## src/rtl/feac_pkg.sv

```systemverilog
// constants for the alarm codeword controller
package feac_pkg;
    // ****************************************
    // register offsets
    // ****************************************
    localparam logic [7:0] ADDR_CONTROL = 8'h60;
    localparam logic [7:0] ADDR_STATUS = 8'h61;
    localparam logic [7:0] ADDR_LATCHED = 8'h62;
    localparam logic [7:0] ADDR_IRQ_ENABLE = 8'h63;
    localparam logic [7:0] ADDR_CODEWORD_A = 8'h64;
    localparam logic [7:0] ADDR_CODEWORD_B = 8'h65;
    localparam logic [7:0] ADDR_RX_HEAD = 8'h66;
    localparam logic [7:0] ADDR_MASTER_IRQ = 8'h67;
    // ****************************************
    // field positions
    // ****************************************
    localparam int BIT_TX_IDLE = 0;
    localparam int BIT_RX_DETECT = 1;
    localparam int BIT_RX_IDLE = 2;
    localparam int BIT_RX_NONEMPTY = 3;
    localparam int BIT_RX_OVERFLOW = 4;
    localparam int BIT_RX_EMPTY = 3;
    localparam int BIT_RX_RESET = 2;
    localparam int BIT_MASTER_IRQ = 0;
    // ****************************************
    // reset values and sizes
    // ****************************************
    localparam logic [7:0] RESET_BYTE = 8'h00;
    localparam logic [5:0] RESET_WORD = 6'h00;
    localparam logic [1:0] SELECT_IDLE = 2'h0;
    localparam logic [1:0] SELECT_A_ONCE = 2'h1;
    localparam logic [1:0] SELECT_A_THEN_B = 2'h2;
    localparam logic [1:0] SELECT_A_LOOP = 2'h3;
    localparam int QUEUE_DEPTH = 4;
    localparam logic [3:0] REPEAT_COUNT = 4'h9;
    localparam logic [3:0] FRAME_LAST = 4'hf;
    localparam logic [1:0] VALID_COUNT = 2'h2;
    localparam logic [4:0] IDLE_ONES = 5'h10;
    // ****************************************
    // transmit sequencer states
    // ****************************************
    typedef enum logic [1:0] {
        TX_IDLE, TX_SEND_A, TX_SEND_B, TX_LOOP_A
    } feac_tx_state_type;
endpackage : feac_pkg

```

## src/rtl/feac_rx_queue.sv

```systemverilog
// four-entry queue of validated receive codewords
module feac_rx_queue
    import feac_pkg::*;
(
    // clock and reset
    input wire logic clk,
    input wire logic rst_n,
    input wire logic flush,
    // write side
    input wire logic push,
    input wire logic [5:0] push_word,
    // read side
    input wire logic pop,
    output logic [5:0] head_word,
    output logic empty,
    output logic full
);
    logic [5:0] store [QUEUE_DEPTH];
    logic [1:0] rd_ptr;
    logic [1:0] wr_ptr;
    logic [2:0] count;
    wire do_push = push && !full;
    wire do_pop = pop && !empty;
    assign empty = (count == 3'h0);
    assign full = (count == 3'h4);
    assign head_word = store[rd_ptr];
    always_ff @(posedge clk or negedge rst_n) begin
        if (!rst_n) begin
            rd_ptr <= 2'h0;
            wr_ptr <= 2'h0;
            count <= 3'h0;
            for (int i = 0; i < QUEUE_DEPTH; i++) store[i] <= RESET_WORD;
        end else if (flush) begin
            rd_ptr <= 2'h0;
            wr_ptr <= 2'h0;
            count <= 3'h0;
        end else begin
            if (do_push) begin
                store[wr_ptr] <= push_word;
                wr_ptr <= wr_ptr + 2'h1;
            end
            if (do_pop) rd_ptr <= rd_ptr + 2'h1;
            if (do_push && !do_pop) count <= count + 3'h1;
            else if (do_pop && !do_push) count <= count - 3'h1;
        end
    end
endmodule // feac_rx_queue

```

## src/rtl/feac_ctrl.sv

```systemverilog
// alarm codeword controller: transmit, receive, registers, interrupt
//
// Chosen here: the plain strobed port.
module feac_ctrl
    import feac_pkg::*;
(
    // clock and reset
    input wire logic clk,
    input wire logic reset_n,
    // register port
    input wire logic [7:0] reg_addr,
    input wire logic [7:0] reg_wdata,
    input wire logic reg_write,
    input wire logic reg_read,
    output logic [7:0] reg_rdata,
    // alarm channel bit stream, one bit per enable
    input wire logic bit_enable,
    input wire logic rx_bit,
    output logic tx_bit,
    // interrupt
    output logic irq
);
    // ****************************************
    // reset release
    // ****************************************
    logic rst_meta;
    logic rst_n;
    always_ff @(posedge clk or negedge reset_n) begin
        if (!reset_n) begin
            rst_meta <= 1'b0;
            rst_n <= 1'b0;
        end else begin
            rst_meta <= 1'b1;
            rst_n <= rst_meta;
        end
    end

    // ****************************************
    // register decode
    // ****************************************
    logic [1:0] tx_codeword_select;
    logic rx_reset_bit;
    logic [4:0] alarm_code_irq_enable;
    logic alarm_code_master_irq_en;
    logic [5:0] codeword_a_bits;
    logic [5:0] codeword_b_bits;
    logic [4:0] alarm_code_latched_status;
    wire wr_control = reg_write && reg_addr == ADDR_CONTROL;
    wire wr_latched = reg_write && reg_addr == ADDR_LATCHED;
    wire wr_enable = reg_write && reg_addr == ADDR_IRQ_ENABLE;
    wire wr_code_a = reg_write && reg_addr == ADDR_CODEWORD_A;
    wire wr_code_b = reg_write && reg_addr == ADDR_CODEWORD_B;
    wire wr_master = reg_write && reg_addr == ADDR_MASTER_IRQ;
    wire rd_head = reg_read && reg_addr == ADDR_RX_HEAD;
    wire [4:0] clear_mask = wr_latched ? reg_wdata[4:0] : 5'h00;

    always_ff @(posedge clk or negedge rst_n) begin
        if (!rst_n) begin
            tx_codeword_select <= SELECT_IDLE;
            rx_reset_bit <= 1'b0;
            alarm_code_irq_enable <= RESET_BYTE[4:0];
            alarm_code_master_irq_en <= 1'b0;
            codeword_a_bits <= RESET_WORD;
            codeword_b_bits <= RESET_WORD;
        end else begin
            if (wr_control) tx_codeword_select <= reg_wdata[1:0];
            if (wr_control) rx_reset_bit <= reg_wdata[BIT_RX_RESET];
            if (wr_enable) alarm_code_irq_enable <= reg_wdata[4:0];
            if (wr_master) alarm_code_master_irq_en <= reg_wdata[0];
            if (wr_code_a) codeword_a_bits <= reg_wdata[5:0];
            if (wr_code_b) codeword_b_bits <= reg_wdata[5:0];
        end
    end

    // ****************************************
    // transmitter
    // ****************************************
    feac_tx_state_type tx_state;
    logic [1:0] select_prev;
    logic [3:0] tx_pos;
    logic [3:0] tx_reps;
    logic [5:0] tx_word;
    logic select_mode_b;
    wire select_start = select_prev == SELECT_IDLE &&
                        tx_codeword_select != SELECT_IDLE;
    wire frame_end = bit_enable && tx_pos == FRAME_LAST;
    wire tx_busy = tx_state != TX_IDLE;
    wire reps_done = tx_reps == REPEAT_COUNT;

    // frame bit at position: 0-7 ones, 8 zero, 9-14 data, 15 zero
    function automatic logic frame_bit(input logic [3:0] pos,
                                       input logic [5:0] word);
        logic [3:0] idx;
        idx = pos - 4'h9;
        if (pos < 4'h8) frame_bit = 1'b1;
        else if (pos == 4'h8 || pos == FRAME_LAST) frame_bit = 1'b0;
        else frame_bit = word[idx[2:0]];
    endfunction

    always_ff @(posedge clk or negedge rst_n) begin
        if (!rst_n) begin
            tx_state <= TX_IDLE;
            select_prev <= SELECT_IDLE;
            tx_pos <= 4'h0;
            tx_reps <= 4'h0;
            tx_word <= RESET_WORD;
            tx_bit <= 1'b1;
        end else begin
            select_prev <= tx_codeword_select;
            if (bit_enable) begin
                tx_bit <= tx_busy ? frame_bit(tx_pos, tx_word) : 1'b1;
                if (tx_busy) tx_pos <= tx_pos + 4'h1;
            end
            case (tx_state)
                TX_IDLE: begin
                    tx_pos <= 4'h0;
                    tx_reps <= 4'h0;
                    tx_word <= codeword_a_bits;
                    if (select_start) begin
                        tx_state <= tx_codeword_select == SELECT_A_LOOP ?
                                    TX_LOOP_A : TX_SEND_A;
                    end
                end
                TX_SEND_A, TX_LOOP_A: begin
                    if (frame_end) begin
                        tx_reps <= reps_done ? tx_reps : tx_reps + 4'h1;
                        if (tx_state == TX_LOOP_A) begin
                            if (reps_done &&
                                tx_codeword_select == SELECT_IDLE)
                                tx_state <= TX_IDLE;
                        end else if (reps_done) begin
                            tx_reps <= 4'h0;
                            if (tx_codeword_select == SELECT_A_THEN_B ||
                                select_mode_b) begin
                                tx_state <= TX_SEND_B;
                                tx_word <= codeword_b_bits;
                            end else tx_state <= TX_IDLE;
                        end
                    end
                end
                TX_SEND_B: begin
                    if (frame_end) begin
                        tx_reps <= tx_reps + 4'h1;
                        if (reps_done) tx_state <= TX_IDLE;
                    end
                end
                default: tx_state <= TX_IDLE;
            endcase
        end
    end

    // remembers that the running action was started as a then b
    always_ff @(posedge clk or negedge rst_n) begin
        if (!rst_n) select_mode_b <= 1'b0;
        else if (select_start)
            select_mode_b <= tx_codeword_select == SELECT_A_THEN_B;
    end

    // ****************************************
    // receiver
    // ****************************************
    logic rx_s1;
    logic rx_s2;
    logic rx_s3;
    logic rx_level;
    logic [15:0] rx_shift;
    logic [5:0] cand_word;
    logic [1:0] cand_count;
    logic [5:0] valid_word;
    logic rx_codeword_detected;
    logic [1:0] diff_count;
    logic [4:0] ones_run;
    logic rx_idle;
    logic reset_prev;
    logic [3:0] rx_since;
    wire rx_flush = rx_reset_bit && !reset_prev;
    wire [15:0] next_shift = {rx_level, rx_shift[15:1]};
    wire shape_ok = next_shift[7:0] == 8'hff && !next_shift[8] &&
                    !next_shift[15];
    wire found = bit_enable && shape_ok && rx_since == 4'h0;
    wire [5:0] found_word = next_shift[14:9];
    wire validate = found && found_word == cand_word &&
                    cand_count == VALID_COUNT - 2'h1 &&
                    !rx_codeword_detected;
    wire queue_full;
    wire rx_queue_empty;
    wire [5:0] rx_codeword_bits;

    always_ff @(posedge clk or negedge rst_n) begin
        if (!rst_n) begin
            rx_s1 <= 1'b1;
            rx_s2 <= 1'b1;
            rx_s3 <= 1'b1;
            rx_level <= 1'b1;
        end else begin
            rx_s1 <= rx_bit;
            rx_s2 <= rx_s1;
            rx_s3 <= rx_s2;
            if (rx_s2 == rx_s3) rx_level <= rx_s3;
        end
    end

    always_ff @(posedge clk or negedge rst_n) begin
        if (!rst_n) begin
            rx_shift <= 16'h0000;
            cand_word <= RESET_WORD;
            // top count marks no candidate yet
            cand_count <= VALID_COUNT + 2'h1;
            valid_word <= RESET_WORD;
            rx_codeword_detected <= 1'b0;
            diff_count <= 2'h0;
            ones_run <= 5'h00;
            rx_idle <= 1'b0;
            reset_prev <= 1'b0;
            rx_since <= 4'h0;
        end else begin
            reset_prev <= rx_reset_bit;
            if (rx_flush) begin
                rx_shift <= 16'h0000;
                cand_count <= VALID_COUNT + 2'h1;
                rx_codeword_detected <= 1'b0;
                rx_idle <= 1'b0;
                ones_run <= 5'h00;
                diff_count <= 2'h0;
            end else if (bit_enable) begin
                rx_shift <= next_shift;
                if (rx_since != 4'h0) rx_since <= rx_since + 4'h1;
                ones_run <= !rx_level ? 5'h00 :
                            (ones_run == IDLE_ONES ? ones_run :
                             ones_run + 5'h01);
                if (ones_run == IDLE_ONES - 5'h01 && rx_level) rx_idle <= 1'b1;
                if (found) begin
                    rx_since <= 4'h1;
                    if (found_word == cand_word && cand_count != VALID_COUNT)
                        cand_count <= cand_count + 2'h1;
                    else if (found_word != cand_word) begin
                        cand_word <= found_word;
                        cand_count <= 2'h0;
                    end
                    if (validate) begin
                        valid_word <= found_word;
                        rx_codeword_detected <= 1'b1;
                        rx_idle <= 1'b0;
                    end
                    if (rx_codeword_detected && found_word != valid_word) begin
                        diff_count <= diff_count + 2'h1;
                        if (diff_count == 2'h1) rx_codeword_detected <= 1'b0;
                    end else diff_count <= 2'h0;
                end
            end
        end
    end

    feac_rx_queue u_queue (
        .clk(clk),
        .rst_n(rst_n),
        .flush(rx_flush),
        .push(validate),
        .push_word(found_word),
        .pop(rd_head),
        .head_word(rx_codeword_bits),
        .empty(rx_queue_empty),
        .full(queue_full)
    );

    // ****************************************
    // latched status and interrupt
    // ****************************************
    logic [3:0] status_prev;
    wire [3:0] status_now = {!rx_queue_empty, rx_idle,
                             rx_codeword_detected, !tx_busy};
    wire overflow = validate && queue_full;
    wire [4:0] set_mask = {overflow, status_now & ~status_prev};
    wire [4:0] next_latched = (alarm_code_latched_status & ~clear_mask) |
                              set_mask;
    wire next_master = wr_master ? reg_wdata[0] : alarm_code_master_irq_en;
    wire [4:0] next_enable = wr_enable ? reg_wdata[4:0] :
                             alarm_code_irq_enable;

    always_ff @(posedge clk or negedge rst_n) begin
        if (!rst_n) begin
            status_prev <= 4'h1;
            alarm_code_latched_status <= 5'h00;
            irq <= 1'b0;
        end else begin
            status_prev <= status_now;
            alarm_code_latched_status <= next_latched;
            irq <= next_master && |(next_latched & next_enable);
        end
    end

    // ****************************************
    // read data
    // ****************************************
    wire [7:0] status_byte = {4'h0, rx_queue_empty, rx_idle,
                              rx_codeword_detected, !tx_busy};
    logic [7:0] read_mux;
    always_comb begin
        case (reg_addr)
            ADDR_CONTROL: read_mux = {5'h00, rx_reset_bit, tx_codeword_select};
            ADDR_STATUS: read_mux = status_byte;
            ADDR_LATCHED: read_mux = {3'h0, alarm_code_latched_status};
            ADDR_IRQ_ENABLE: read_mux = {3'h0, alarm_code_irq_enable};
            ADDR_CODEWORD_A: read_mux = {2'h0, codeword_a_bits};
            ADDR_CODEWORD_B: read_mux = {2'h0, codeword_b_bits};
            ADDR_RX_HEAD: read_mux = {2'h0, rx_codeword_bits};
            ADDR_MASTER_IRQ: read_mux = {7'h00, alarm_code_master_irq_en};
            default: read_mux = RESET_BYTE;
        endcase
    end

    always_ff @(posedge clk or negedge rst_n) begin
        if (!rst_n) reg_rdata <= RESET_BYTE;
        else if (reg_read) reg_rdata <= read_mux;
        else reg_rdata <= RESET_BYTE;
    end

    // ****************************************
    // checks
    // ****************************************
    property p_overflow_sets;
        @(posedge clk) disable iff (!rst_n)
        overflow |=> alarm_code_latched_status[BIT_RX_OVERFLOW];
    endproperty
    a_overflow_sets: assert property (p_overflow_sets)
        else $error("overflow latch not set");

    property p_overflow_clear;
        @(posedge clk) disable iff (!rst_n)
        wr_latched && reg_wdata[4] && !overflow |=>
            !alarm_code_latched_status[BIT_RX_OVERFLOW];
    endproperty
    a_overflow_clear: assert property (p_overflow_clear)
        else $error("overflow latch not cleared");

    property p_irq_level;
        @(posedge clk) disable iff (!rst_n)
        ##1 irq == (alarm_code_master_irq_en &&
            |(alarm_code_latched_status & alarm_code_irq_enable));
    endproperty
    a_irq_level: assert property (p_irq_level)
        else $error("interrupt level wrong");

    property p_enable_write;
        @(posedge clk) disable iff (!rst_n)
        wr_enable |=> alarm_code_irq_enable == $past(reg_wdata[4:0]);
    endproperty
    a_enable_write: assert property (p_enable_write)
        else $error("enable register not written");

    property p_idle_ones;
        @(posedge clk) disable iff (!rst_n)
        !tx_busy && bit_enable |=> tx_bit;
    endproperty
    a_idle_ones: assert property (p_idle_ones)
        else $error("idle line not ones");

    property p_head_read;
        @(posedge clk) disable iff (!rst_n)
        rd_head |=> reg_rdata == {2'h0, $past(rx_codeword_bits)};
    endproperty
    a_head_read: assert property (p_head_read)
        else $error("queue head read wrong");

    property p_start;
        @(posedge clk) disable iff (!rst_n)
        select_start && !tx_busy |=> tx_busy;
    endproperty
    a_start: assert property (p_start)
        else $error("select change did not start");

    property p_empty_status;
        @(posedge clk) disable iff (!rst_n)
        rx_queue_empty |-> !alarm_code_latched_status[BIT_RX_NONEMPTY] ||
            $past(!rx_queue_empty) || $past(alarm_code_latched_status[3]);
    endproperty
    a_empty_status: assert property (p_empty_status)
        else $error("nonempty latch without data");

    c_validate: cover property (@(posedge clk) validate);
    c_overflow: cover property (@(posedge clk) overflow);
    c_send_b: cover property (@(posedge clk) tx_state == TX_SEND_B);
    c_irq: cover property (@(posedge clk) irq);
endmodule // feac_ctrl

```

## config.mk

```make
export PLATFORM = sky130hd
export DESIGN_NAME = feac_ctrl
export DESIGN_NICKNAME = d
export VERILOG_FILES = /design/src/rtl/feac_pkg.sv /design/src/rtl/feac_rx_queue.sv /design/src/rtl/feac_ctrl.sv
export SDC_FILE = /design/constraint.sdc
export NUM_CORES = 1
export LEC_CHECK = 0
export BUFFER_PORTS_ARGS = -buffer_cell sky130_fd_sc_hd__clkbuf_2
export CORE_MARGIN = 4
export CORE_UTILIZATION = 66
export DETAILED_ROUTE_END_ITERATION = 7
export MAX_ROUTING_LAYER = met4
export PLACE_DENSITY = 0.91
export SYNTH_ARGS = -nofsm -noshare
export SYNTH_HDL_FRONTEND = slang
export SYNTH_SLANG_ARGS = --single-unit
```

## constraint.sdc

```tcl
create_clock -name clk -period 10.2 [get_ports clk]
set_clock_uncertainty 0.15 [all_clocks]
set_input_delay 1.02 -clock clk [delete_from_list [all_inputs] [get_ports clk]]
set_output_delay 1.02 -clock clk [all_outputs]
set_load 0.01 [all_outputs]
```

# Word level (Yosys, flattened, before mapping)
# Index checks and enable logic that the tools add are counted.
# word_totals
register_bits	140
latchBits	0
ram_bits	0
mem_bits_ro	0
in_bits	22
output_inout_bits	10
word_cells	248
memories	0
# op_classes
n_addsub	11
n_mul	0
div	0
magnitude_cmp	5
eq_ne	37
n_shift	0
n_mux	75
n_bitwise	10
n_reduce_logical	70
# op_table
op	count
8-bit by 7-bit == test with 1-bit output (second input constant)	8
6-bit two-way mux	8
6-bit case mux with 8 select lines	1
2-bit two-way mux	22
4-bit two-way mux	10
16-bit two-way mux	2
5-bit two-way mux	6
1-bit logical AND	28
24-bit bitwise mux	1
2-bit nonzero test	10
1-bit two-way mux	16
2-bit inequality test (second input constant)	8
4-bit by 1-bit adder with 4-bit output (second input constant)	3
6-bit binary-select mux with 2-bit select	1
6-bit demux with 2-bit select	1
4-bit == test (second input constant)	3
6-bit inequality test	2
4-bit case mux with 3 select lines	1
6-bit case mux with 2 select lines	1
5-bit bitwise AND	2
2-bit AND reduction	5
5-bit AND reduction	2
1-bit logical NOT	9
3-bit two-way mux	3
36 further kinds	55

# Depth between registers and ports, before layout
# logic_depth
ltp_word	14
mapped_depth	10
depth_no_buf	9

# Hierarchy
# Synthesis repeated with hierarchy kept, for this count alone.
# unflattened
hier_cells	575
area_unflattened_um2	6791.5
# modules_own_cells
module	instances	cells_each	area_per_inst_um2	seq_area_each_um2
feac_ctrl	1	472	5247.5	2662.6
feac_rx_queue	1	103	1544.0	775.7

# Worst setup path after synthesis
# OpenSTA, ideal clock, no wires.
# synth_timing
kind	in2reg
start	input port reg_addr[7]
end	register u_queue.count[2]
setup_ns	0.079
arrival_time_ns	2.842
required_ns	9.971
setup_slack_ns	7.129
stages	10
path_buffers	2
path_cell_list	and3b_1 -> buf_2 -> and4_1 -> clkbuf_1 -> and2_1 -> nor4_1 -> fa_1 -> and3_1 -> mux2i_1 -> mux2i_1
# synth_between
elab_chain_len	7
word_cells_on_any_way	9
cone_classes	eq/ne: 1; mux: 2; reduce/logical: 6
# synth_rtl
item	line_no	rtl
start, declared	feac_ctrl.sv:11	input wire logic [7:0] reg_addr,
8-bit by 7-bit == test with 1-bit output (*)	feac_ctrl.sv:54	wire rd_head = reg_read && reg_addr == ADDR_RX_HEAD;
1-bit logical AND (*)	feac_ctrl.sv:54	
1-bit logical AND (*)	feac_rx_queue.sv:23	wire do_pop = pop && !empty;
1-bit logical NOT	feac_rx_queue.sv:43	if (do_push && !do_pop) count <= count + 3'h1;
1-bit logical AND	feac_rx_queue.sv:43	
3-bit two-way mux	feac_rx_queue.sv:43	
3-bit two-way mux	feac_rx_queue.sv:33	end else if (flush) begin
end signal, assigned	feac_rx_queue.sv:43	
end signal, assigned	feac_rx_queue.sv:44	else if (do_pop && !do_push) count <= count - 3'h1;
end, declared	feac_rx_queue.sv:21	logic [2:0] count;
# Every way passes the cells marked *; elsewhere a longest branch is shown, timed or not.
# A chain may end at the register's enable or synchronous reset.

# Final worst setup path
# layout_timing
start	input port bit_enable
end	register u_queue.store[16] (netlist name)
# layout_between
elab_chain_len	7
# layout_rtl
item	line_no	rtl
start, declared	feac_ctrl.sv:17	input wire logic bit_enable,
1-bit logical AND (2 in series)	feac_ctrl.sv:180	wire found = bit_enable && shape_ok && rx_since == 4'h0;
1-bit logical AND (2 in series)	feac_ctrl.sv:182	wire validate = found && found_word == cand_word &&
1-bit logical AND	feac_ctrl.sv:183	cand_count == VALID_COUNT - 2'h1 &&
1-bit logical AND	feac_rx_queue.sv:22	wire do_push = push && !full;
2-bit AND reduction (no source line)	-	
end signal, assigned by index	feac_rx_queue.sv:39	store[wr_ptr] <= push_word;
end, declared	feac_rx_queue.sv:18	logic [5:0] store [QUEUE_DEPTH];
# Every way passes these cells.

==> impl_metrics.py <==
metrics = {
    "critical_path": {
        "timing.rr.start": "rx_shift[15]",
        "worstPathCellList": "clkbuf_2 -> and4bb_2 -> nand4_4 -> nor4b_4 -> nand3_1 -> mux2_2",
        "r2r_cells": 8,
        "crit_fanout": 34,
        "rrSetupSlack_ns": 7.36,
        "r2r_end": "u_queue.count[1]",
        "worst_setup_path_end_kind": "flop",
        "cp_num_buf_inv": 1,
        "path_delay_family": "simple AND/OR/NAND/NOR gates",
        "cpPeakStageDelay_ns": 0.63,
        "cp_slowest_cell": "clkbuf_2",
        "worstPathArrival_ns": 3.40,
        "worst_ep_required_time_ns": 10.47,
        "crit_type": "in -> reg",
        "start_kind": "primary input",
        "crit_start": "bit_enable",
    },
    "power": {
        "power_leakage_nw": 3.57,
        "ir_drop_uv": 157,
        "clkPwrFrac": 0.433,
        "power.internal_mw": 1.13,
        "seqPwrFrac": 0.437,
        "power_density_nw_per_um2": 205,
        "power_switching_uw": 419,
        "pwr-share-comb": 0.130,
        "p_sw_frac": 0.270,
    },
    "global_route": {
        "grt_pass1_wl_um": 24200,
        "grt_pass1_vias": 4837,
        "grt_antenna_before_repair": 0,
        "grt_overflow": 0,
        "gr-usage-all-layers": 0.275,
        "grt_max_degree": 69,
    },
    "final_layout": {
        "drive_gt1_frac": 0.246,
        "nFillCells": 564,
        "instances_no_fill": 747,
        "area_delta_synth_final_pct": 11.9,
        "diodes": 0,
        "num-nets-final": 642,
    },
    "sta": {
        "worst_pin_slew_ns": 0.847,
        "holdWs_ns": 0.105,
        "rsz0062_at_grt": "false",
        "setup_slack_ns": 7.07,
        "maxSlewHeadroom": 0.435,
        "drv_slew": 0,
        "fin_crit_sh": 0.307,
        "finalSetupTns_ns": 0,
        "fin_crit_ns": 3.13,
        "max_freq_ghz": 0.319,
        "hold_viol": 0,
        "finalSetupViolCount": 0,
    },
    "synth": {
        "ys_types": 63,
        "async_flop_share": 1.00,
        "syn_inst": 593,
        "ys_seq_area_frac": 0.508,
        "netlist_area_um2": 6770,
        "yosysTopAreaCell": "dfrtp_1",
        "yosys.area.top_type_share": 0.477,
        "ys_ff_latch": 137,
        "synthTopCellsByCount": "dfrtp_1 (129), mux2_2 (62), nor2_1 (46), nand2_1 (35), mux2i_1 (31)",
        "synth_area_leaders": "dfrtp_1 (48%), mux2_2 (10%), mux2i_1 (4.6%)",
        "synth_edf_count": 0,
        "avgSynthCellArea_um2": 11.4,
        "synth_warnings": 0,
        "synth_ff_type": "dfrtp_1",
        "yosysMostFrequentCell": "dfrtp_1",
    },
    "floorplanning": {
        "io_pins": 32,
        "die_w_um": 109,
        "core-area_um2": 9860,
        "die_y_um": 109,
        "dieArea_um2": 11900,
        "row_count": 36,
        "start_util": 0.686,
    },
    "place": {
        "gp_congestion": 0.874,
        "pre_cts_slack_ns": 6.54,
        "portBuffers": 27,
        "dp_hpwl_um": 9360,
        "dpl.cell_count": 716,
    },
    "routing": {
        "drtPass1Iterations": 5,
        "wirelength_um": 14600,
        "num_vias": 4696,
        "postRouteAntennaNets": 0,
        "vias_per_cell": 6.29,
        "route.detailed.drc": 0,
        "drt_iter0_markers": 452,
        "routedWlPerCell_um": 19.5,
    },
    "clock_network": {
        "root_buffer": "clkbuf_8",
        "clock-sinks": 137,
        "clk_pin_slew_worst_paths_ns": 0.06,
        "cts_made_buffers": 17,
        "cts.htree.levels": 4,
        "ctsResizeCount": 0,
        "cts_tree": "done",
        "clk_path_buf_depth": 2,
        "postCtsSetupRepairBufs": 0,
        "clk_latency_ns": 0.54,
        "hold_buffers": 0,
    },
    "worst_hold_path": {
        "hp-class": "in -> async",
    },
    "flow_run": {
        "max-cap-violations": 0,
    },
    "outcome": {
        "status": "finished, final reports clean",
    },
}
## layout make-up
class                   instances  area (um2)  area share
clock buffers                  20         455      0.0602
clock inverters                11         193      0.0255
inverters                      24        90.1      0.0119
multi-input cells             393        3070       0.406
flip-flops and latches        137        3440       0.455
well taps                     133         166      0.0220
repair buffers                 29         150      0.0198
## state kept, by name, summed over array words and instances, names as in the netlist, 3 cells and up
| register | flops |
|---|---|
| tx_reps | 4 |
| u_queue.store | 24 |
| tx_pos | 4 |
| reg_rdata | 6 |
| rx_since | 4 |
| codeword_a_bits | 6 |
| cand_word | 6 |
| u_queue.count | 3 |
| rx_shift | 15 |
| status_prev | 4 |
| alarm_code_latched_status | 5 |
| valid_word | 6 |
| alarm_code_irq_enable | 5 |
| tx_word | 6 |
| codeword_b_bits | 6 |
| ones_run | 5 |
## metrics by stage
| stage | util | total power [mW] | cell area (um2) |
|---|---|---|---|
| after CTS | 0.767 | 1.56 | 7570 |
| after global routing | 0.767 | 1.62 | 7570 |
| final | 0.767 | 1.55 | 7570 |
| after detailed placement | 0.702 | 0.881 | 6920 |
| after floorplan | - | 0.823 | 6770 |
| after global placement | 0.702 | 0.856 | 6920 |
## power groups by stage
stage	combinational [mW]	sequential [mW]	clock, mW
finish	0.202	0.678	0.671
global route	0.228	0.689	0.702
CTS	0.202	0.677	0.679
detailed placement	0.196	0.685	0
global placement	0.179	0.676	0
floorplan	0.172	0.651	0
## per-layer routing
| metal | global-route usage | vias up | share of wire |
|---|---|---|---|
| met2 | 0.443 | 165 | 0.50 |
| met3 | 0.0669 | 45 | 0.058 |
| met1 | 0.341 | 2377 | 0.41 |
| met5 | - | - | 0 |
| li1 | - | 2109 | - |
| met4 | 0.102 | 0 | 0.025 |
## kinds of logic after synthesis
group	Yosys count	synth area share
compound gates	81	0.0780
xor+xnor	22	0.0285
fa+ha+maj	19	0.0359
buf+inv	64	0.0388
flops	137	0.508
mux	99	0.169
other cells	2	0.00111
simple gates	169	0.141
## cell usage in the layout (no fill, tap or decap), types with 4 or more instances in the layout
cell type  instances
nor2_1            46
mux4_2             6
nor2b_1            6
clkbuf_16         16
nand2b_1           7
nand4_1           10
clkbuf_2          27
nor3b_1            4
mux2_2            62
inv_1             24
a21oi_1           28
xnor2_1           15
mux2i_1           31
nand3b_1           5
a31oi_1            4
nand3_1           12
a22o_1             6
o21ai_0           11
a22oi_1            8
xor2_1             7
dfstp_2            8
and3_1             5
and2_1             5
bufinv_16          5
nor3_1             6
clkbuf_8           4
nand2_1           35
dfrtp_1          128
ha_1              17
## worst max path at each step
stage | endpoint | slack, ns | cells after the start
floorplan | alarm_code_irq_enable[0] | 5.96 | 0
global placement | u_queue.store[11] | 6.58 | 6
detailed placement | valid_word[3] | 6.54 | 6
CTS | u_queue.store[16] | 7.08 | 6
global route | u_queue.store[16] | 6.93 | 6
finish | u_queue.store[16] | 7.07 | 6
Note: power is estimated with default switching activity, not from simulation.
